File: src/fpm_pkg.sv
// Constants and types for the fieldbus process image map
package fpm_pkg;
  localparam int unsigned CLK_HZ = 125000000;
  localparam int unsigned BYTE_BITS = 8;
  localparam int unsigned STD_POINTS = 24;
  localparam int unsigned MAX_POINTS = 128;
  localparam int unsigned IN_BYTES = 3;
  localparam int unsigned OUT_BYTES = 4;
  localparam int unsigned STATUS_BYTE = 3;
  localparam int unsigned ST_OUT_FAULT = 0;
  localparam int unsigned ST_IN_FAULT = 1;
  localparam int unsigned ST_GEN_FAULT = 2;
  localparam int unsigned ST_DIAGNOSTIC_FLAG = 3;
  localparam int unsigned ST_RUN = 4;
  localparam int unsigned ST_EXCHANGE = 5;
  localparam int unsigned RATE_SLOW_BPS = 500000;
  localparam int unsigned RATE_FAST_BPS = 2000000;
  localparam int unsigned SLOW_DIV = CLK_HZ / RATE_SLOW_BPS;
  localparam int unsigned FAST_DIV = CLK_HZ / RATE_FAST_BPS;
  localparam int unsigned CFG_CYCLES = 16;
  localparam int unsigned FIFO_DEPTH = 4;
  typedef enum logic [2:0] {
    FPM_ST_RESET = 3'b001,
    FPM_ST_CONFIG = 3'b010,
    FPM_ST_RUN = 3'b100
  } fpm_state_t;
endpackage

File: src/fpm_fifo.sv
// Small valid/ready FIFO in flip-flops
`timescale 1ns/1ps
`default_nettype none
module fpm_fifo #(
  parameter int unsigned WIDTH = 8,
  parameter int unsigned DEPTH = 4
) (
  // Clock and reset
  input wire logic clock_i,
  input wire logic reset_i,
  // Fill side
  input wire logic in_valid_i,
  output logic in_ready_o,
  input wire logic [WIDTH-1:0] in_data_i,
  // Drain side
  output logic out_valid_o,
  input wire logic out_ready_i,
  output logic [WIDTH-1:0] out_data_o
);
  localparam int unsigned AW = (DEPTH > 1) ? $clog2(DEPTH) : 1;
  logic [WIDTH-1:0] mem_r [DEPTH];
  logic [AW-1:0] wr_r;
  logic [AW-1:0] rd_r;
  logic [AW:0] cnt_r;
  logic [AW:0] cnt_nxt;
  logic ready_r;
  wire push = in_valid_i && in_ready_o;
  wire pop = out_valid_o && out_ready_i;
  // Next fill count; ready is registered from it so the port comes from a flop
  always_comb begin
    cnt_nxt = cnt_r;
    if (push && !pop) begin
      cnt_nxt = cnt_r + 1'b1;
    end else if (pop && !push) begin
      cnt_nxt = cnt_r - 1'b1;
    end
  end
  // Full and empty from the count
  assign in_ready_o = ready_r;
  assign out_valid_o = (cnt_r != '0);
  assign out_data_o = mem_r[rd_r];
  // Pointers and count
  always_ff @(posedge clock_i) begin
    if (reset_i) begin
      wr_r <= '0;
      rd_r <= '0;
      cnt_r <= '0;
      ready_r <= 1'b1;
    end else begin
      if (push) begin
        wr_r <= (wr_r == AW'(DEPTH - 1)) ? '0 : wr_r + 1'b1;
      end
      if (pop) begin
        rd_r <= (rd_r == AW'(DEPTH - 1)) ? '0 : rd_r + 1'b1;
      end
      cnt_r <= cnt_nxt;
      ready_r <= (cnt_nxt != (AW+1)'(DEPTH));
    end
  end
  // Storage
  always_ff @(posedge clock_i) begin
    if (push) begin
      mem_r[wr_r] <= in_data_i;
    end
  end
endmodule
`default_nettype wire

File: src/fpm_rate_tick.sv
// Bit-rate tick generator for the selected link rate
`timescale 1ns/1ps
`default_nettype none
module fpm_rate_tick #(
  parameter int unsigned SLOW_DIV = fpm_pkg::SLOW_DIV,
  parameter int unsigned FAST_DIV = fpm_pkg::FAST_DIV
) (
  // Clock and reset
  input wire logic clock_i,
  input wire logic reset_i,
  // Control
  input wire logic enable_i,
  input wire logic rate_fast_i,
  // Tick
  output logic tick_o
);
  logic [15:0] cnt_r;
  wire [15:0] limit = rate_fast_i ? 16'(FAST_DIV - 1) : 16'(SLOW_DIV - 1);
  // Divider wraps at the selected limit
  always_ff @(posedge clock_i) begin
    if (reset_i || !enable_i) begin
      cnt_r <= '0;
      tick_o <= 1'b0;
    end else begin
      tick_o <= (cnt_r == limit);
      cnt_r <= (cnt_r >= limit) ? '0 : cnt_r + 16'h0001;
    end
  end
endmodule
`default_nettype wire

File: src/fpm_map.sv
// Process image map between fieldbus bytes and virtual points
`timescale 1ns/1ps
`default_nettype none
module fpm_map #(
  parameter int unsigned POINTS = fpm_pkg::STD_POINTS,
  parameter int unsigned CFG_CYCLES = fpm_pkg::CFG_CYCLES,
  parameter int unsigned FIFO_DEPTH = fpm_pkg::FIFO_DEPTH
) (
  // Clock and reset
  input wire logic clock_i,
  input wire logic reset_i,
  // Static configuration
  input wire logic rate_fast_i,
  // Input bytes from master
  input wire logic in_byte_valid_i,
  output logic in_byte_ready_o,
  input wire logic [1:0] in_byte_index_i,
  input wire logic [7:0] in_byte_data_i,
  // Virtual inputs to base unit
  output logic [POINTS-1:0] virt_in_o,
  output logic virt_in_update_o,
  // Virtual outputs and indicators from base unit
  input wire logic [POINTS-1:0] virt_out_i,
  input wire logic output_fault_flag_i,
  input wire logic input_fault_flag_i,
  input wire logic general_fault_flag_i,
  input wire logic diagnostic_flag_i,
  input wire logic run_flag_i,
  input wire logic exchange_active_i,
  // Output bytes toward master
  input wire logic out_byte_req_i,
  input wire logic [1:0] out_byte_index_i,
  output logic [7:0] out_byte_data_o,
  output logic out_byte_valid_o,
  // Status
  output logic running_o,
  output logic bit_tick_o
);
  localparam int unsigned IW = $clog2(POINTS);
  localparam int unsigned EW = 10;
  fpm_pkg::fpm_state_t state_r, state_nxt;
  logic [15:0] cfg_cnt_r;
  logic [POINTS-1:0] img_in_r;
  logic [7:0] out_r;
  logic out_valid_r;
  logic upd_r;
  logic tick;
  // FIFO signals
  logic f_valid;
  logic f_ready;
  logic [EW-1:0] f_data;
  wire running = (state_r == fpm_pkg::FPM_ST_RUN);
  // Input bytes queue until the map runs
  fpm_fifo #(
    .WIDTH(EW),
    .DEPTH(FIFO_DEPTH)
  ) u_fifo (
    .clock_i(clock_i),
    .reset_i(reset_i),
    .in_valid_i(in_byte_valid_i),
    .in_ready_o(in_byte_ready_o),
    .in_data_i({in_byte_index_i, in_byte_data_i}),
    .out_valid_o(f_valid),
    .out_ready_i(f_ready),
    .out_data_o(f_data)
  );
  // Link rate tick
  fpm_rate_tick u_tick (
    .clock_i(clock_i),
    .reset_i(reset_i),
    .enable_i(running),
    .rate_fast_i(rate_fast_i),
    .tick_o(tick)
  );
  // Drain only while running
  assign f_ready = running;
  wire [1:0] f_idx = f_data[9:8];
  wire [7:0] f_byte = f_data[7:0];
  wire f_take = f_valid && f_ready && (32'(f_idx) < fpm_pkg::IN_BYTES);
  // Start-up sequence with no command needed
  always_comb begin
    state_nxt = state_r;
    case (state_r)
      fpm_pkg::FPM_ST_RESET: begin
        state_nxt = fpm_pkg::FPM_ST_CONFIG;
      end
      fpm_pkg::FPM_ST_CONFIG: begin
        if (cfg_cnt_r == 16'(CFG_CYCLES - 1)) begin
          state_nxt = fpm_pkg::FPM_ST_RUN;
        end
      end
      fpm_pkg::FPM_ST_RUN: begin
        state_nxt = fpm_pkg::FPM_ST_RUN;
      end
      default: begin
        state_nxt = fpm_pkg::FPM_ST_RESET;
      end
    endcase
  end
  // State and configuration counter
  always_ff @(posedge clock_i) begin
    if (reset_i) begin
      state_r <= fpm_pkg::FPM_ST_RESET;
      cfg_cnt_r <= '0;
    end else begin
      state_r <= state_nxt;
      if (state_r == fpm_pkg::FPM_ST_CONFIG) begin
        cfg_cnt_r <= cfg_cnt_r + 16'h0001;
      end else begin
        cfg_cnt_r <= '0;
      end
    end
  end
  // Next input image: each byte with index below IN_BYTES lands at eight times its index
  logic [POINTS-1:0] img_in_nxt;
  always_comb begin
    img_in_nxt = img_in_r;
    for (int b = 0; b < 8; b++) begin
      if (f_take && (32'(f_idx) * fpm_pkg::BYTE_BITS + b < POINTS)) begin
        img_in_nxt[IW'(32'(f_idx) * fpm_pkg::BYTE_BITS + b)] = f_byte[b];
      end
    end
  end
  // Output byte selection
  logic [7:0] out_sel;
  always_comb begin
    out_sel = 8'h00;
    if (32'(out_byte_index_i) == fpm_pkg::STATUS_BYTE) begin
      out_sel[fpm_pkg::ST_OUT_FAULT] = output_fault_flag_i;
      out_sel[fpm_pkg::ST_IN_FAULT] = input_fault_flag_i;
      out_sel[fpm_pkg::ST_GEN_FAULT] = general_fault_flag_i;
      out_sel[fpm_pkg::ST_DIAGNOSTIC_FLAG] = diagnostic_flag_i;
      out_sel[fpm_pkg::ST_RUN] = run_flag_i;
      out_sel[fpm_pkg::ST_EXCHANGE] = exchange_active_i && running;
      out_sel[7:6] = 2'b00;
    end else begin
      for (int b = 0; b < 8; b++) begin
        if (32'(out_byte_index_i) * fpm_pkg::BYTE_BITS + b < POINTS) begin
          out_sel[b] = virt_out_i[IW'(32'(out_byte_index_i) * fpm_pkg::BYTE_BITS + b)];
        end
      end
    end
  end
  // Registered images and answers
  always_ff @(posedge clock_i) begin
    if (reset_i) begin
      img_in_r <= '0;
      out_r <= 8'h00;
      out_valid_r <= 1'b0;
      upd_r <= 1'b0;
    end else begin
      img_in_r <= img_in_nxt;
      upd_r <= f_take;
      out_valid_r <= out_byte_req_i && running;
      if (out_byte_req_i && running) begin
        out_r <= out_sel;
      end
    end
  end
  // Port drive
  assign virt_in_o = img_in_r;
  assign virt_in_update_o = upd_r;
  assign out_byte_data_o = out_r;
  assign out_byte_valid_o = out_valid_r;
  assign running_o = state_r[2];
  assign bit_tick_o = tick;
endmodule
`default_nettype wire

File: config.mk
export PLATFORM = sky130hd
export DESIGN_NAME = fpm_map
export DESIGN_NICKNAME = d
export VERILOG_FILES = /design/src/fpm_pkg.sv /design/src/fpm_fifo.sv /design/src/fpm_rate_tick.sv /design/src/fpm_map.sv
export SDC_FILE = /design/constraint.sdc
export NUM_CORES = 1
export LEC_CHECK = 0
export BUFFER_PORTS_ARGS = -buffer_cell sky130_fd_sc_hd__buf_4
export CAP_MARGIN = 20
export CORE_MARGIN = 2
export CORE_UTILIZATION = 60
export DETAILED_ROUTE_END_ITERATION = 16
export PLACE_DENSITY = 0.87
export SKIP_LAST_GASP = 1
export SYNTH_ARGS = -nofsm -noshare
export SYNTH_HDL_FRONTEND = slang
export SYNTH_SLANG_ARGS = --single-unit
File: constraint.sdc
create_clock -name clock_i -period 6.1 [get_ports clock_i]
set_input_delay 1.22 -clock clock_i [delete_from_list [all_inputs] [get_ports clock_i]]
set_output_delay 1.22 -clock clock_i [all_outputs]
set_load 0.005 [all_outputs]
# ---- Yosys cells after proc, flatten, opt, wreduce, memory -nomap -nowiden
# Memories as Yosys holds them, arrays and structs flattened. A register that Yosys moved wholly into a read port is not among the register bits.
# Cells that the tools add are included.
dict set report op_classes {
  n_eq_ne 10
  addsub 20
  bitwise 1
  n_reduce_logical 30
  muxes 68
  magnitude_cmp 42
}
# cell n
set op_table {}
lappend op_table {{32-bit by 5-bit less-than comparator with 1-bit output, second input constant} 14}
lappend op_table {{24-bit bitwise mux} 8}
lappend op_table {{24-bit 2-to-1 mux} 8}
lappend op_table {{5-bit by 6-bit less-than comparator with 1-bit output, second input constant} 16}
lappend op_table {{5-bit by 3-bit adder with 6-bit output, second input constant} 8}
lappend op_table {{5-bit by 1-bit greater-or-equal comparator with 1-bit output, second input constant} 8}
lappend op_table {{1-bit binary-select mux with 5-bit select} 7}
lappend op_table {{1-bit demux with 5-bit select} 7}
lappend op_table {{16-bit by 1-bit adder with 16-bit output, second input constant} 2}
lappend op_table {{1-bit 2-to-1 mux} 26}
lappend op_table {{5-bit by 2-bit adder with 6-bit output, second input constant} 4}
lappend op_table {{1-bit logical AND} 23}
lappend op_table {{16-bit == test} 1}
lappend op_table {{16-bit by 4-bit == test with 1-bit output, second input constant} 1}
lappend op_table {{16-bit greater-or-equal comparator} 1}
lappend op_table {{8-bit 2-to-1 mux} 2}
lappend op_table {{5-bit by 1-bit adder with 6-bit output, second input constant} 2}
lappend op_table {{5-bit less-than comparator, second input constant} 2}
lappend op_table {{3-bit 2-to-1 mux} 3}
lappend op_table {{3-bit case mux with 3 select lines} 1}
lappend op_table {{2-bit 2-to-1 mux} 4}
lappend op_table {{2-bit == test, second input constant} 3}
lappend op_table {{2-bit by 1-bit adder with 2-bit output, second input constant} 2}
lappend op_table {{2-bit OR reduction} 2}
lappend op_table {{14 further kinds} 16}
dict set report totals {
  regBits 78
  word_cells 184
  output_inout_bits 37
  ramBits 40
  memories 1
  inputBits 47
}
# memory words word_bits rd rd_ports_with_merged_regs wr line_no
set mem_list {}
lappend mem_list {u_fifo.mem_r 4 10 1 1 1 fpm_fifo.sv:21} ;# logic [WIDTH-1:0] mem_r [DEPTH];

# ---- Longest topological paths before layout
dict set report depth {
  depth_word 20
  mapped_depth 7
  mapped_depth_nobuf 6
}

# ---- Cells and area by module
# Synthesis repeated with hierarchy kept, for this count alone.
dict set report hier_totals {
  hier_cells 426
  hier_area_um2 5026.1
}
# mod cells_each area_per_inst_um2 n_inst
set modules_own_cells {}
lappend modules_own_cells {fpm_map 243 2257.2 1}
lappend modules_own_cells {fpm_fifo 116 2035.7 1}
lappend modules_own_cells {fpm_rate_tick 67 733.2 1}

# ---- Least setup slack after synthesis
# OpenSTA, ideal clock, no wires.
dict set report synth_path {
  path_type {input to register}
  startpoint {in out_byte_index_i[0]}
  endpoint {reg out_r[0], in the netlist out_byte_data_o[0]}
  setup_ns 0.132
  path_stages 4
  t_arrival_ns 2.313
  path_slack_ns 3.655
  path_buffers 1
  path_cell_list {clkbuf_1 > mux4_2 > nand2_1 > a21oi_1}
}
dict set report synth_between {
  elab_chain_len 4
  elab_cells_between_ends 6
  classes_between {1 x order compare; 1 x eq/ne; 4 x mux}
}
# element line_no
set synth_rtl {}
lappend synth_rtl {{from (decl)} fpm_map.sv:32} ;# input wire logic [1:0] out_byte_index_i,
lappend synth_rtl {{branches (longest 3 deep; another with 5-bit less-than comparator)} --}
lappend synth_rtl {{8-bit 2-to-1 mux *} fpm_map.sv:128} ;# if (32'(out_byte_index_i) == fpm_pkg::STATUS_BYTE) begin
lappend synth_rtl {{to (signal assigned)} fpm_map.sv:156} ;# out_r <= out_sel;
lappend synth_rtl {{to (decl)} fpm_map.sv:44} ;# logic [7:0] out_r;
# Every way passes the cells marked *. The select of a mux whose other input is x is not followed.
# A chain may end at the register's enable or synchronous reset.

==> flow_summary.yaml <==
cts:
  cts_tree: "done"
  clk_latency_ps: 510
  cts_made_buffers: 17
  cts_setup_buffers: 0
  clockRootBuffer: "clkbuf_8"
  hold_buffers: 0
  ctsHtreeMaxLevel: 4
  cts_resized: 0
  ctsLongestPathBuffers: 2
  clkSlewWorstSetupHoldPaths_ps: 60
  cts_num_sinks: 120
placement:
  port_buffers: 83
  gp_congestion: 0.795
  place_inst: 585
  hpwl_mm: 6.84
global_route:
  grt_first_pass_wirelength_mm: 17.3
  grt_max_degree: 44
  antenna_found_initial: 0
  grt-ovfl-total: 0
  track_usage_pct: 26.2
  grt_pass1_vias: 3579
sta:
  finClkSkew_ps: 5.83
  fin_crit_sh_pct: 41.6
  fmax_mhz: 394
  drv_slew: 0
  maxSlewHeadroom_pct: 32.5
  setup_violations: 0
  setup-tns-final_ps: 0
  tightest_slew_ps: 999
  grt_setup_unrepaired: "false"
  hold_viol: 0
  fin_crit_ps: 2540
logic_synthesis:
  netlist_instances: 409
  synth_edf_count: 40
  post-synth-top-area-cell: "dfxtp_1"
  netlist.area_leader.share_pct: 32.7
  synth_area_leaders: "dfxtp_1 33%, edfxtp_1 25%, mux2i_1 5.3%"
  ys_ff_latch: 120
  synth_flop_cell: "dfxtp_1"
  ys_async_sr_fraction_pct: 0
  syn-cell-area_mm2: 0.00489
  synth.avg_cell_area_um2: 12.0
  synth_warnings: 0
  yosysSeqAreaShare_pct: 57.3
  synth.distinct_cells: 41
final_layout:
  stdcell_count: 619
  layout_commonest_cell: "buf_4"
  syn_to_final_growth_pct: 26.9
  final_cell_mix: "83 x buf_4, 80 x dfxtp_1, 45 x nor2_1"
  drive_gt1_share_pct: 25.1
  n_fill_cell: 439
  layout.nets: 566
  antennaDiodeCount: 0
detailed_routing:
  drt_wl_total_mm: 11.2
  postRouteAntennaNets: 0
  viasPerCell: 5.85
  drc: 0
  drt_iter0_markers: 277
  vias: 3623
  dr.pass1.iters: 4
  routedWlPerCell_um: 18.1
power_and_ir_drop:
  pwr-share-clk_pct: 48.6
  internal_power_mw: 1.51
  p_seq_share_pct: 44.4
  p_leak_nw: 2.34
  switching_share_pct: 23.5
  power_density_mw_per_mm2: 318
  p_sw_mw: 0.464
  totalPowerFinal_mw: 1.97
  peakVddDrop_uv: 255
  combPwrFrac_pct: 7.0
floorplan:
  die_w_um: 94.3
  die_h_um: 94.3
  rows: 32
  core_mm2: 0.00781
  die_area_mm2: 0.00889
  io_pins: 84
  initial_utilization_pct: 62.6
worst_setup_path:
  max_stage_delay_ps: 700
  crit_slowest_cell: "dfxtp_1"
  critPathTopFamily: "multiplexers"
  worstPathMaxFanout: 10
  cp_num_buf_inv: 0
  critPathKind: "flop to flop"
  crit_chain: "mux4_2 -> nor4_4 -> mux2i_1 -> nor2_1"
  crit_required_ps: 6490
  crit_arrival_ps: 2930
  startpoint_type: "flop"
  cp-end-kind: "flop"
min_path:
  min_path_type: "flop to flop"
flow_run:
  cap_violations: 0
run_status:
  outcome: "completed"
-- state kept, by name, indices dropped and copies added, names as in the netlist, 2 cells and up, named ones only --
register         count
u_fifo.cnt_r         3
u_fifo.rd_r          2
cfg_cnt_r           16
u_fifo.mem_r        40
u_fifo.wr_r          2
virt_in_o           24
u_tick.cnt_r        16
out_byte_data_o      8
state_r              3
-- tightest hold or removal path, cell delays in order (launching register included) --
cell     delay [ps]
dfxtp_1         310
nand2_1          50
a21oi_1          50
-- final cells by class --
| class | instances | area [um2] | share of cell area (%) |
|---|---|---|---|
| Clock buffer | 20 | 468 | 7.54 |
| Tap cell | 102 | 128 | 2.06 |
| Inverter | 10 | 37.5 | 0.605 |
| Timing Repair Buffer | 85 | 638 | 10.3 |
| Sequential cell | 120 | 2800 | 45.2 |
| Clock inverter | 12 | 113 | 1.81 |
| Multi-Input combinational cell | 270 | 2020 | 32.5 |
-- power groups by stage --
stage / Clock (mW) / Sequential [mW] / Combinational (mW)
6_report: 0.960 / 0.876 / 0.138
5_1_grt: 1.00 / 0.878 / 0.151
4_1_cts: 0.966 / 0.875 / 0.136
3_5_place_dp: 0 / 0.891 / 0.131
3_3_place_gp: 0 / 0.888 / 0.124
2_1_floorplan: 0 / 0.885 / 0.0819
-- metal layers --
layer  up-vias  part of all wire (%)  GRT usage, %
met2       140                    52          46.8
li1       1690                     -             -
met5         -                     0             0
met3        27                   6.5          6.98
met1      1766                    39          29.0
met4         0                   2.4          11.7
-- synth_stat cells, types with 11 or more instances --
| cell | instances |
|---|---|
| nand2_1 | 31 |
| edfxtp_1 | 40 |
| nor3_1 | 12 |
| nor4_1 | 15 |
| xnor2_1 | 11 |
| mux2i_1 | 26 |
| nor2_1 | 45 |
| a21oi_1 | 21 |
| dfxtp_1 | 80 |
| ha_1 | 15 |
-- metrics by stage --
stage / utilization [%] / setup slack (ps) / hold slack, ps / area [um2]
after floorplan: - / 3650 / 426 / 4910
after global placement: 71.8 / 3380 / 442 / 5610
after detailed placement: 71.8 / 3300 / 450 / 5610
after CTS: 79.3 / 3160 / 457 / 6190
after global routing: 79.5 / 3460 / 473 / 6200
final: 79.5 / 3560 / 455 / 6200
-- final timing paths --
path	start	endpoint	slack, ps	cells past startpoint
worst max register to register	flop	virt_in_o[4]$_SDFFE_PP0P_	3560	4
worst min-delay path	out_byte_data_o[1]$_SDFFE_PP0P_	out_byte_data_o[1]$_SDFFE_PP0P_	450	2
worst max-delay path	flop	virt_in_o[4]$_SDFFE_PP0P_	3560	4
worst min register to register	out_byte_data_o[1]$_SDFFE_PP0P_	out_byte_data_o[1]$_SDFFE_PP0P_	450	2
-- logic make-up (layout without fill, tap and decap cells) --
kind of cell    after synthesis  count (layout)  synth area share [%]
mux                          42              42                  13.3
xor+xnor                     17              17                  3.04
simple gates                149             149                  15.4
other cells                   1               7                0.0767
compound gates               40              40                  4.91
flops                       120             120                  57.3
fa+ha+maj                    15              15                  3.84
buf+inv                      25             127                  2.15
No activity file was read; power rests on OpenSTA's default activity.
